### config.mk
export PLATFORM = sky130hd
export DESIGN_NAME = sos_servo_sel
export DESIGN_NICKNAME = d
export VERILOG_FILES = /design/src/rtl/servo_sel.v
export VERILOG_INCLUDE_DIRS = /design/src /design/src/rtl
export SDC_FILE = /design/constraint.sdc
export NUM_CORES = 1
export LEC_CHECK = 0
export BUFFER_PORTS_ARGS = -buffer_cell sky130_fd_sc_hd__clkbuf_2
export CAP_MARGIN = 20
export CELL_PAD_IN_SITES_DETAIL_PLACEMENT = 1
export CELL_PAD_IN_SITES_GLOBAL_PLACEMENT = 1
export CORE_MARGIN = 2
export CORE_UTILIZATION = 30
export CTS_CLUSTER_DIAMETER = 60
export CTS_CLUSTER_SIZE = 25
export DETAILED_ROUTE_END_ITERATION = 8
export GPL_TIMING_DRIVEN = 0
export PLACE_DENSITY_LB_ADDON = 0.1
export SYNTH_ARGS = -nofsm -noshare
export SYNTH_HDL_FRONTEND = slang
export SYNTH_SLANG_ARGS = --single-unit
### constraint.sdc
create_clock -name pclk -period 17.43 [get_ports pclk]
set_clock_uncertainty 0.1 [all_clocks]
set_input_delay 1.743 -clock pclk [delete_from_list [all_inputs] [get_ports pclk]]
set_output_delay 1.743 -clock pclk [all_outputs]
set_load 0.005 [all_outputs]
### src/rtl/servo_sel_defines.vh
// Constants for the servo output selector
`ifndef SERVO_SEL_DEFINES_VH
`define SERVO_SEL_DEFINES_VH
// Clock rate
`define SOS_CLK_HZ        250000000
// Register byte offsets
`define SOS_REG_CTRL      12'h000
`define SOS_REG_CFG       12'h004
`define SOS_REG_TARGET    12'h008
`define SOS_REG_LIMIT     12'h00C
`define SOS_REG_PRESET    12'h010
`define SOS_REG_POSITION  12'h014
`define SOS_REG_STATUS    12'h018
`define SOS_REG_CAL       12'h01C
// Control fields
`define SOS_CTRL_MANUAL   0
`define SOS_CTRL_IDLE     1
`define SOS_CTRL_ERROR    2
`define SOS_CTRL_SENSE    3
`define SOS_CTRL_KEY_OPEN 4
`define SOS_CTRL_KEY_CLS  5
// Action encodings (stop, close, open)
`define SOS_ACT_STOP      2'h0
`define SOS_ACT_CLOSE     2'h1
`define SOS_ACT_OPEN      2'h2
// Source encodings
`define SOS_SRC_MANUAL    3'h0
`define SOS_SRC_FAULT     3'h1
`define SOS_SRC_IDLE      3'h2
`define SOS_SRC_PRESET    3'h3
`define SOS_SRC_ERROR     3'h4
`define SOS_SRC_PID       3'h5
`define SOS_SRC_CAL       3'h6
// Percent scale: 0.1 % units, 1000 = 100 %
`define SOS_FULL          12'h3E8
`define SOS_DB_RESET      12'h014
`define SOS_DB_MIN        12'h002
`define SOS_DB_SMALL      12'h00C
`define SOS_HYS_SMALL     12'h003
`define SOS_CAL_GAP       12'h064
`define SOS_LIM_HI_RESET  12'h3E8
// End-of-range pulse timing
`define SOS_PULSE_SEC     30
`define SOS_PULSE_PCT     5
`define SOS_PCT_DIV       100
`define SOS_TRAVEL_RESET  16'h003C
`endif

### src/rtl/servo_sel.v
// Servo output selector: source priority, dead band and end pulses
//
// Notes on behaviour
// - Priority: manual, calibration, fault, idle, preset, error, PID
// - Manual entry allowed regardless of idle hold
// - Manual drives open/close directly from keys
// - With sensing, contacts pick preset slots 1-7
// - Without sensing, slots stop/close/open/stop
// - No contact active means PID output drives
// - Limiter never touches manual or preset
// - Limiter on with sensing, off without
// - Drive only while error exceeds dead band
// - Low lead open: position <=0, open continuously
// - Wiper lead open: fault flag, fault action
// - High lead open: position >=100, close continuously
// - At 0% no sensing: close pulse each 30s
// - At 100% no sensing: open pulse periodically
// - Hysteresis is quarter of dead band
// - Dead band under 1.2%: hysteresis 0.3%
// - Dead band at minimum: hysteresis equals it
// - One dead band for both outputs, default 2.0%
// - Zero point calibration: close while down key
// - Span point calibration: open while up key
// - Flag both counts if span-zero gap small
// - Manual suspends preset, return restores it
//
// The APB interface to the registers and the address map were left to the implementer.
`timescale 1ns/1ps
`include "servo_sel_defines.vh"
`default_nettype none
module sos_servo_sel #(
  parameter integer TICKS_PER_SEC = `SOS_CLK_HZ     // Clocks per second
) (
  input  wire        pclk,             // APB clock
  input  wire        presetn,          // Async reset, active low
  input  wire        psel,             // APB select
  input  wire        penable,          // APB enable
  input  wire        pwrite,           // APB direction
  input  wire [11:0] paddr,            // APB byte address
  input  wire [31:0] pwdata,           // APB write data
  output wire        pready,           // APB ready
  output reg  [31:0] prdata,           // APB read data
  output wire        pslverr,          // APB error
  input  wire        preset_select_in_a, // Preset contact, bit 0
  input  wire        preset_select_in_b, // Preset contact, bit 1
  input  wire        preset_select_in_c, // Preset contact, bit 2
  input  wire        pot_lead_low,     // Low lead open detect
  input  wire        pot_lead_wiper,   // Wiper lead open detect
  input  wire        pot_lead_high,    // High lead open detect
  input  wire        key_open,         // Up (open) key held
  input  wire        key_close,        // Down (close) key held
  output reg         drive_open,       // Open output to motor
  output reg         drive_close,      // Close output to motor
  output reg  [2:0]  active_source     // Winning source code
);
  // Long count constants; thirty seconds at the full clock rate needs more
  // than 32 bits, so the product is formed at 40 bits on purpose
  localparam [39:0]  PER_CNT      = TICKS_PER_SEC * 40'h1 * `SOS_PULSE_SEC;

  ////////////////////////////////////////////////////////////////////////////
  // Three-stage input synchronisers
  reg [7:0] sync1_ff;
  reg [7:0] sync2_ff;
  reg [7:0] sync3_ff;
  reg [7:0] in_ff;
  wire [7:0] raw_in = {key_close, key_open, pot_lead_high, pot_lead_wiper,
                       pot_lead_low, preset_select_in_c, preset_select_in_b,
                       preset_select_in_a};
  integer i;
  // Change counts once stages two and three agree; a pin that bounces
  // between samples keeps its last settled level
  always @(posedge pclk or negedge presetn) begin
    if (!presetn) begin
      sync1_ff <= 8'h00;
      sync2_ff <= 8'h00;
      sync3_ff <= 8'h00;
      in_ff    <= 8'h00;
    end else begin
      sync1_ff <= raw_in;
      sync2_ff <= sync1_ff;
      sync3_ff <= sync2_ff;
      for (i = 0; i < 8; i = i + 1) begin
        if (sync2_ff[i] == sync3_ff[i]) begin
          in_ff[i] <= sync3_ff[i];
        end
      end
    end
  end
  wire [2:0] preset_in = in_ff[2:0];
  wire       lead_low  = in_ff[3];
  wire       lead_wip  = in_ff[4];
  wire       lead_high = in_ff[5];
  wire       k_open    = in_ff[6];
  wire       k_close   = in_ff[7];

  ////////////////////////////////////////////////////////////////////////////
  // Registers
  reg  [5:0]  ctrl_ff;           // Manual, idle, error, sensing, keys
  reg  [11:0] deadzone_width_ff; // Dead band in 0.1 %
  reg  [1:0]  fault_act_ff;      // Sensor fault action
  reg  [1:0]  idle_act_ff;       // Idle hold action
  reg  [1:0]  err_act_ff;        // Error action
  reg  [15:0] travel_ff;         // Motor travel time, seconds
  reg  [11:0] control_output_value_ff; // PID output
  reg  [11:0] lim_lo_ff;         // Limiter low
  reg  [11:0] lim_hi_ff;         // Limiter high
  reg  [11:0] position_ff;       // Measured position
  reg  [11:0] zero_cnt_ff;       // Calibration zero count
  reg  [11:0] span_cnt_ff;       // Calibration span count
  reg  [3:0]  cal_ff;            // Method, run, cursor span, active
  reg  [83:0] slot_ff;           // Preset slot targets 1..7
  wire        wr = psel & penable & pwrite;

  // Function: mapped address check
  function mapped;
    input [11:0] a;
    begin
      mapped = (a <= `SOS_REG_CAL) && (a[1:0] == 2'h0);
    end
  endfunction
  // Zero wait states: every access ends in its first access cycle
  assign pready  = 1'b1;
  assign pslverr = psel & penable & ~mapped(paddr);

  // Register writes; calibration starts on confirm with manual method
  always @(posedge pclk or negedge presetn) begin
    if (!presetn) begin
      ctrl_ff                 <= 6'h00;
      deadzone_width_ff       <= `SOS_DB_RESET;
      fault_act_ff            <= `SOS_ACT_STOP;
      idle_act_ff             <= `SOS_ACT_STOP;
      err_act_ff              <= `SOS_ACT_STOP;
      travel_ff               <= `SOS_TRAVEL_RESET;
      control_output_value_ff <= 12'h000;
      lim_lo_ff               <= 12'h000;
      lim_hi_ff               <= `SOS_LIM_HI_RESET;
      position_ff             <= 12'h000;
      zero_cnt_ff             <= 12'h000;
      span_cnt_ff             <= 12'h000;
      cal_ff                  <= 4'h0;
      slot_ff                 <= 84'h0;
    end else if (wr) begin
      // Writes to read-only or unmapped offsets fall to the default
      case (paddr)
        `SOS_REG_CTRL:     ctrl_ff <= pwdata[5:0];
        `SOS_REG_CFG: begin
          deadzone_width_ff <= pwdata[11:0];
          fault_act_ff      <= pwdata[13:12];
          idle_act_ff       <= pwdata[15:14];
          err_act_ff        <= pwdata[17:16];
          travel_ff         <= {4'h0, pwdata[29:18]};
        end
        `SOS_REG_TARGET:   control_output_value_ff <= pwdata[11:0];
        `SOS_REG_LIMIT: begin
          lim_lo_ff <= pwdata[11:0];
          lim_hi_ff <= pwdata[27:16];
        end
        `SOS_REG_PRESET:
          slot_ff[pwdata[30:28]*12 +: 12] <= pwdata[11:0];
        `SOS_REG_POSITION: position_ff <= pwdata[11:0];
        `SOS_REG_CAL: begin
          if (pwdata[3] && pwdata[0] && pwdata[1]) begin
            cal_ff <= {1'b1, pwdata[2:0]};
          end else begin
            cal_ff <= {1'b0, pwdata[2:0]};
          end
          if (pwdata[4]) begin
            if (pwdata[2]) span_cnt_ff <= position_ff;
            else           zero_cnt_ff <= position_ff;
          end
        end
        default: ;
      endcase
    end
  end

  ////////////////////////////////////////////////////////////////////////////
  // Hysteresis from dead band; settings below the minimum would make the
  // release threshold wrap, so they are outside the usable range
  reg [11:0] hys;
  always @* begin
    if (deadzone_width_ff == `SOS_DB_MIN)        hys = `SOS_DB_MIN;
    else if (deadzone_width_ff < `SOS_DB_SMALL)  hys = `SOS_HYS_SMALL;
    else                                         hys = {2'h0, deadzone_width_ff[11:2]};
  end

  // PID target with limiter only when sensing
  // A crossed limit pair pins the target to the high limit
  wire       sense = ctrl_ff[`SOS_CTRL_SENSE];
  reg [11:0] pid_tgt;
  always @* begin
    pid_tgt = control_output_value_ff;
    if (sense) begin
      if (pid_tgt < lim_lo_ff) pid_tgt = lim_lo_ff;
      if (pid_tgt > lim_hi_ff) pid_tgt = lim_hi_ff;
    end
  end

  // Function: dead-band servo decision with hysteresis hold
  function [1:0] servo;
    input [11:0] tgt;
    input [11:0] pos;
    input [1:0]  prev;
    input [11:0] db;
    input [11:0] hy;
    reg   [12:0] thr;
    begin
      thr = (prev == `SOS_ACT_STOP) ? {1'b0, db} : {1'b0, db} - {1'b0, hy};
      if ({1'b0, tgt} > {1'b0, pos} + thr)      servo = `SOS_ACT_OPEN;
      else if ({1'b0, pos} > {1'b0, tgt} + thr) servo = `SOS_ACT_CLOSE;
      else                                      servo = `SOS_ACT_STOP;
    end
  endfunction

  ////////////////////////////////////////////////////////////////////////////
  // End-of-range pulses without sensing
  // Counters are 40 bits: a thirty-second period and a long travel time at
  // the full clock rate both overflow 32 bits. The period counter keeps
  // running when the output moves from one end straight to the other.
  reg  [39:0] per_ff;
  reg  [39:0] pw_ff;
  wire [39:0] pulse_len = (({24'h0, travel_ff} * `SOS_PULSE_PCT) / `SOS_PCT_DIV) *
                          TICKS_PER_SEC;
  wire        at_zero = (control_output_value_ff == 12'h000);
  wire        at_full = (control_output_value_ff >= `SOS_FULL);
  always @(posedge pclk or negedge presetn) begin
    if (!presetn) begin
      per_ff <= 40'h0;
      pw_ff  <= 40'h0;
    end else if (sense || !(at_zero || at_full)) begin
      per_ff <= 40'h0;
      pw_ff  <= 40'h0;
    end else if (per_ff >= PER_CNT - 40'h1) begin
      per_ff <= 40'h0;
      pw_ff  <= (pulse_len == 40'h0) ? 40'h1 : pulse_len;
    end else begin
      per_ff <= per_ff + 40'h1;
      if (pw_ff != 40'h0) pw_ff <= pw_ff - 40'h1;
    end
  end

  ////////////////////////////////////////////////////////////////////////////
  // Source selection and drive, every cycle
  // Calibration sits just below manual so the operator keys always win
  reg  [1:0] act;
  reg  [2:0] src;
  reg  [1:0] prev_ff;
  wire [2:0] slot_idx = preset_in - 3'h1;
  wire       manual   = ctrl_ff[`SOS_CTRL_MANUAL]; // Idle hold not checked
  always @* begin
    src = `SOS_SRC_PID;
    act = `SOS_ACT_STOP;
    if (manual) begin
      src = `SOS_SRC_MANUAL;
      if (k_open || ctrl_ff[`SOS_CTRL_KEY_OPEN])      act = `SOS_ACT_OPEN;
      else if (k_close || ctrl_ff[`SOS_CTRL_KEY_CLS]) act = `SOS_ACT_CLOSE;
    end else if (cal_ff[3]) begin
      src = `SOS_SRC_CAL;
      if (cal_ff[2] && k_open)        act = `SOS_ACT_OPEN;
      else if (!cal_ff[2] && k_close) act = `SOS_ACT_CLOSE;
    end else if (sense && lead_wip) begin
      src = `SOS_SRC_FAULT;
      act = fault_act_ff;
    end else if (sense && lead_low) begin
      src = `SOS_SRC_FAULT;
      act = `SOS_ACT_OPEN;
    end else if (sense && lead_high) begin
      src = `SOS_SRC_FAULT;
      act = `SOS_ACT_CLOSE;
    end else if (ctrl_ff[`SOS_CTRL_IDLE]) begin
      src = `SOS_SRC_IDLE;
      act = idle_act_ff;
    end else if (preset_in != 3'h0) begin
      src = `SOS_SRC_PRESET;
      if (sense) begin
        act = servo(slot_ff[slot_idx*12 +: 12], position_ff, prev_ff,
                    deadzone_width_ff, hys);
      end else begin
        case (preset_in)
          3'h2:    act = `SOS_ACT_CLOSE;
          3'h3:    act = `SOS_ACT_OPEN;
          default: act = `SOS_ACT_STOP;
        endcase
      end
    end else if (ctrl_ff[`SOS_CTRL_ERROR]) begin
      src = `SOS_SRC_ERROR;
      act = err_act_ff;
    end else if (sense) begin
      act = servo(pid_tgt, position_ff, prev_ff, deadzone_width_ff, hys);
    end else if (pw_ff != 40'h0) begin
      act = at_zero ? `SOS_ACT_CLOSE : `SOS_ACT_OPEN;
    end
  end

  // Registered outputs; the previous action feeds the hysteresis, so a
  // running motor is released later than an idle one is started
  always @(posedge pclk or negedge presetn) begin
    if (!presetn) begin
      prev_ff       <= `SOS_ACT_STOP;
      drive_open    <= 1'b0;
      drive_close   <= 1'b0;
      active_source <= `SOS_SRC_PID;
    end else begin
      prev_ff       <= act;
      drive_open    <= (act == `SOS_ACT_OPEN);
      drive_close   <= (act == `SOS_ACT_CLOSE);
      active_source <= src;
    end
  end

  // Narrow calibration flag
  wire cal_warn = (span_cnt_ff <= zero_cnt_ff) ||
                  ((span_cnt_ff - zero_cnt_ff) < `SOS_CAL_GAP);

  ////////////////////////////////////////////////////////////////////////////
  // Read mux over the register set except the preset slots, which read as zero
  reg [31:0] rd_mux;
  always @* begin
    rd_mux = 32'h0;
    case (paddr)
      `SOS_REG_CTRL:     rd_mux = {26'h0, ctrl_ff};
      `SOS_REG_CFG:      rd_mux = {2'h0, travel_ff[11:0], err_act_ff, idle_act_ff,
                                   fault_act_ff, deadzone_width_ff};
      `SOS_REG_TARGET:   rd_mux = {20'h0, control_output_value_ff};
      `SOS_REG_LIMIT:    rd_mux = {4'h0, lim_hi_ff, 4'h0, lim_lo_ff};
      `SOS_REG_POSITION: rd_mux = {20'h0, position_ff};
      `SOS_REG_STATUS:   rd_mux = {12'h0, cal_warn, lead_high, lead_wip, lead_low,
                                   hys, 1'b0, active_source};
      `SOS_REG_CAL:      rd_mux = {4'h0, span_cnt_ff, zero_cnt_ff, cal_ff};
      default:           rd_mux = 32'h0;
    endcase
  end

  // Read data is captured on the setup edge so that it stands in flops
  // through the access cycle, where the master takes it
  always @(posedge pclk or negedge presetn) begin
    if (!presetn) begin
      prdata <= 32'h0;
    end else if (psel && !penable && !pwrite) begin
      prdata <= rd_mux;
    end
  end
endmodule
`default_nettype wire

# Word level (Yosys, flattened, before mapping)
# Index checks and enable logic that the tools add are counted.
# totals
reg_bits	347
input_bits	57
out_inout_bits	39
# op_classes
addsub	9
mul	4
n_div	1
magnitude_cmp	12
eq_ne	20
shift	3
mux	45
n_bitwise	5
reduce_logical	36
# ops
cell	n
two-way mux 40 bit	6
one-hot mux 30 bit (7 select lines)	1
bitwise mux 84 bit	1
variable shift 12 x 34 -> 84 bit, first input constant	1
variable part select 12 x 34 -> 84 bit	1
variable part select 84 x 8 -> 12 bit	1
> comparator 12 x 13 -> 1 bit	4
== test 12 x 5 -> 1 bit, second input constant	4
two-way mux 12 bit	4
adder 40 x 1 -> 40 bit, second input constant	1
divider 19 x 7 -> 40 bit, second input constant	1
>= comparator 40 x 33 -> 1 bit, second input constant	1
zero test 40 bit	1
multiplier 40 x 21 -> 33 bit, second input constant	1
nonzero test 40 bit	1
subtractor 40 x 1 -> 40 bit, second input constant	1
adder 12 x 13 -> 13 bit	3
negator 7 -> 34 bit	1
two-way mux 2 bit	16
== test 12 x 4 -> 1 bit, second input constant	2
zero test 12 bit	2
two-way mux 3 bit	7
two-way mux 10 bit	2
multiplier 12 x 3 -> 15 bit, second input constant	1
30 further kinds	71

# Depth between registers and ports, before layout
# depth
word_depth	20
ltp_mapped	64
depth_no_buf	62

# Worst setup path before layout
# Ideal clock, no wire load.
# synth_timing
kind	flip-flop to flip-flop
start	register travel_ff[3]
end	register pw_ff[0]
setup_time_ns	0.066
t_arrival_ns	13.532
t_required_ns	17.264
path_slack_ns	3.732
path_stages_with_launch	55
period_less_slack_ns	13.698
path_cell_list	dfstp_2 ha_1 ha_1 fa_1 a21o_1 a31o_2 nor3b_1 a2111oi_4 a31oi_1 ha_1 nor2b_1 nand3_1 a211o_1 o32a_2 and2_1 buf_4 o21ai_4 inv_4 (+19 left out) fa_1 fa_1 fa_1 inv_1 ha_1 ha_1 ha_1 or3_1 a211oi_1 o31ai_1 o41ai_1 nor2b_1 o21a_1 o32a_1 nor4_1 nand4_1 o21ai_0 and2_1
# synth_via
elab_chain_len	7
# synth_rtl
item	line_no	rtl
start: declaration	servo_sel.v:103	reg [15:0] travel_ff;
start signal: assignment	servo_sel.v:133	travel_ff <= `SOS_TRAVEL_RESET;
start signal: assignment	servo_sel.v:151	travel_ff <= {4'h0, pwdata[29:18]};
multiplier 12 x 3 -> 15 bit (no source line)	n/a	
divider 19 x 7 -> 40 bit (no source line)	n/a	
multiplier 40 x 21 -> 33 bit	servo_sel.v:222	wire [39:0] pulse_len = (({24'h0, travel_ff} * `SOS_PULSE_PCT) / `SOS_PCT_DIV) *
zero test 40 bit	servo_sel.v:235	pw_ff <= (pulse_len == 40'h0) ? 40'h1 : pulse_len;
two-way mux 40 bit	servo_sel.v:235	
two-way mux 40 bit	servo_sel.v:233	end else if (per_ff >= PER_CNT - 40'h1) begin
two-way mux 40 bit	servo_sel.v:230	end else if (sense || !(at_zero || at_full)) begin
end signal: assignment	servo_sel.v:235	
end signal: assignment	servo_sel.v:238	if (pw_ff != 40'h0) pw_ff <= pw_ff - 40'h1;
end: declaration	servo_sel.v:221	reg [39:0] pw_ff;
# No other way between the ends.
# A chain may end at the register's enable or synchronous reset.

# Final worst setup path
# layout_timing
start	register travel_ff[3]
end	register pw_ff[7]
# layout_via
elab_chain_len	7
# layout_rtl
item	line_no
multiplier 12 x 3 -> 15 bit (no source line) (*)	n/a
divider 19 x 7 -> 40 bit (no source line) (*)	n/a
multiplier 40 x 21 -> 33 bit (*)	servo_sel.v:222
zero test 40 bit	servo_sel.v:235
two-way mux 40 bit (*)	servo_sel.v:235
two-way mux 40 bit (*)	servo_sel.v:233
two-way mux 40 bit (*)	servo_sel.v:230
# Every way passes the cells marked *; elsewhere a longest branch is shown, timed or not.

==> results.sh <==
export IMPL_layout_common_cells="331 x dfrtp_1, 324 x ha_1, 248 x nand2_1"
export IMPL_cp_num_buf_inv=6
export IMPL_ys_types=108
export IMPL_htreeDepth=2
export IMPL_clockRootBuffer="clkbuf_16"
export IMPL_p_per_area_mw_per_mm2=125.4
export IMPL_yosys_warnings=0
export IMPL_synth_seq_cells=345
export IMPL_core_area_sq_mm=0.09139
export IMPL_ant_nets=0
export IMPL_viasPerCell=5.267
export IMPL_period_share_pct=93.04
export IMPL_worst_pin_slew_ns=1.135
export IMPL_slew_violations=0
export IMPL_stdcell_count=4277
export IMPL_p_leak_nw=15.00
export IMPL_fin_nets=3511
export IMPL_hold_class="reg2reg"
export IMPL_die_x_um=307.2
export IMPL_cts_tree="done"
export IMPL_clock_path_buffers=3
export IMPL_cp_start_kind="flop"
export IMPL_grt_pass1_wl_um=148900
export IMPL_yosysTopAreaCellShare_pct=30.04
export IMPL_max_slew_margin_pct=23.38
export IMPL_hold_viol_final=0
export IMPL_yosys_most_used_dff="dfrtp_1"
export IMPL_tns_ns=0
export IMPL_postSynthAreaPerCell_sq_um=9.442
export IMPL_rsz0062_at_grt="no"
export IMPL_syn_area_sq_mm=0.02757
export IMPL_crit_path_end_kind="flop"
export IMPL_finalSetupViolCount=0
export IMPL_synth_top_cell_by_area="dfrtp_1"
export IMPL_grt_max_degree=106
export IMPL_dp_hpwl_um=78760
export IMPL_routed_wl_um=97090
export IMPL_drtPass1Iterations=5
export IMPL_antenna_cells=0
export IMPL_max_vdd_ir_drop_uv=124.8
export IMPL_dp_cells=4206
export IMPL_critical_path_class="reg2reg"
export IMPL_drtIter0Drc=1086
export IMPL_area_delta_synth_final_pct=12.36
export IMPL_required_ns=17.78
export IMPL_fp_row_count=111
export IMPL_start_util_pct=30.17
export IMPL_track_usage_pct=20.64
export IMPL_crit_top_cell="ha_1"
export IMPL_wire_per_inst_um=22.70
export IMPL_timing_final_crit_period_ns=16.22
export IMPL_slowest_stage="dfstp_2"
export IMPL_power_mw=3.886
export IMPL_vias=22530
export IMPL_yosys_top_cells_area="dfrtp_1 30%, ha_1 15%, mux2_2 6.2%, fa_1 4.9%, nand2_1 3.4%"
export IMPL_cp_data_arrival_time_ns=16.57
export IMPL_fmax_ghz=0.06166
export IMPL_grt_pass1_vias=24180
export IMPL_die_area_sq_mm=0.09434
export IMPL_die_height_um=307.2
export IMPL_critPathMaxStageDelay_ns=0.57
export IMPL_synth_edf_count=0
export IMPL_antenna_found_initial=2
export IMPL_cts_hold_buf=0
export IMPL_status="finished, final reports clean"
export IMPL_ys_seq_area_share_pct=31.38
export IMPL_cts_clk_slew_worst_paths_ns=0.09
export IMPL_synthArstFlopShare_pct=100.0
export IMPL_portBuffers=85
export IMPL_ios=96
export IMPL_gp_congestion=0.8578
export IMPL_crit_family="compound AO/OA/AOI/OAI gates"
export IMPL_gr_total_overflow=0
export IMPL_drive_gt1_share_pct=13.68
export IMPL_clock_latency_ns=0.59
export IMPL_syn_inst=2920
export IMPL_cts_sinks=345
export IMPL_layout_commonest_cell="dfrtp_1"
export IMPL_maxCapViolCount=0
export IMPL_drc=0
export IMPL_crit_fanout=12
export IMPL_cts_inserted_buffers=36
[cells in the mapped netlist, types with 5 or more instances]
master and n:
dfstp_2 14, o211ai_1 6, nand2_1 249, a21oi_1 153
nor2b_1 34, buf_1 7, o21ai_0 181, clkbuf_1 83
dfrtp_1 331, o31ai_1 21, nand4_1 25, or2_2 6
nor3_1 41, a221oi_1 7, o21a_1 20, nand2b_1 45
o22ai_1 10, or4_1 10, a2111oi_0 6, a31oi_1 29
a21o_1 43, and3_1 22, and2_1 18, ha_1 324
a22oi_1 33, or3_1 28, fa_1 67, inv_1 242
nor2_1 215, xnor2_1 89, a211o_1 8, mux4_2 22
a21boi_0 5, o21bai_1 16, xor2_1 57, o21ai_1 6
maj3_1 9, nand3_1 67, o221ai_1 8, a211oi_1 36
buf_4 5, mux2i_1 32, nor4_1 25, mux2_2 151
[worst paths after layout]
kind	depth (start not counted)	slack [ns]	from	to
min	0	0.25	sync1_ff[0]	sync2_ff[0]
max reg2reg	60	1.21	travel_ff[3]	pw_ff[7]
max in group asynchronous	4	14.33	presetn	pw_ff[17]
max	60	1.21	travel_ff[3]	pw_ff[7]
min in group asynchronous	1	1.06	presetn	position_ff[9]
min reg2reg	0	0.25	sync1_ff[0]	sync2_ff[0]
[metal layers]
layer / global-route usage [%] / part of all wire (%) / wire length (um)
met3: 2.674 / 3.6 / 3499
met1: 27.26 / 46 / 44240
met5: 0 / 0.010 / 10
met4: 6.364 / 3.2 / 3149
met2: 35.02 / 48 / 46190
[cell families after synthesis]
group / share of synthesized area [%]
AOI/OAI and AO/OA: 15.83
xor gates and xnor gates: 4.697
DFF: 31.38
muxes: 9.181
other: 0.02724
and+or+nand+nor: 14.03
adders and majority gates: 19.90
buffers and inverters: 4.965
[report_power, final]
part | internal (mW) | switching [mW]
clock | 0.426 | 0.407
sequential | 0.807 | 0.00768
combinational | 0.886 | 1.35
total | 2.12 | 1.77
[flip-flops by register name (all words and copies together), names as in the netlist, 12 cells and up]
register	flops
slot_ff	84
per_ff	40
pw_ff	40
prdata	30
control_output_value_ff	12
deadzone_width_ff	12
lim_hi_ff	12
lim_lo_ff	12
position_ff	12
span_cnt_ff	12
travel_ff	12
zero_cnt_ff	12
[stage by stage]
step | cell area, sq um | worst slack [ns] | hold slack (ns) | utilization [%]
2_1_floorplan | 27600 | 3.732 | 0.2312 | -
3_3_place_gp | 29510 | 0.5511 | 0.2390 | 32.29
3_5_place_dp | 29670 | 0.4955 | 0.2395 | 32.46
4_1_cts | 30920 | 0.3739 | 0.2462 | 33.84
5_1_grt | 30980 | 0.08315 | 0.2616 | 33.90
6_report | 30980 | 1.213 | 0.2458 | 33.90
[what timing repair did]
action,4_1_cts,5_1_grt
setup endpoints to repair,0,4
setup buffers,0,2
gates resized for setup,0,3
[cell type report]
type,instances,area [sq um]
tap,1186,1484
clock buffer,38,908.4
fill,10540,60410
inverter,248,934.6
sequential,345,8651
clock inverter,28,350.3
buffer,103,434.2
multi-input combinational,2232,17600
timing repair buffer,97,613.1
Power figures use the tool's default switching activity.
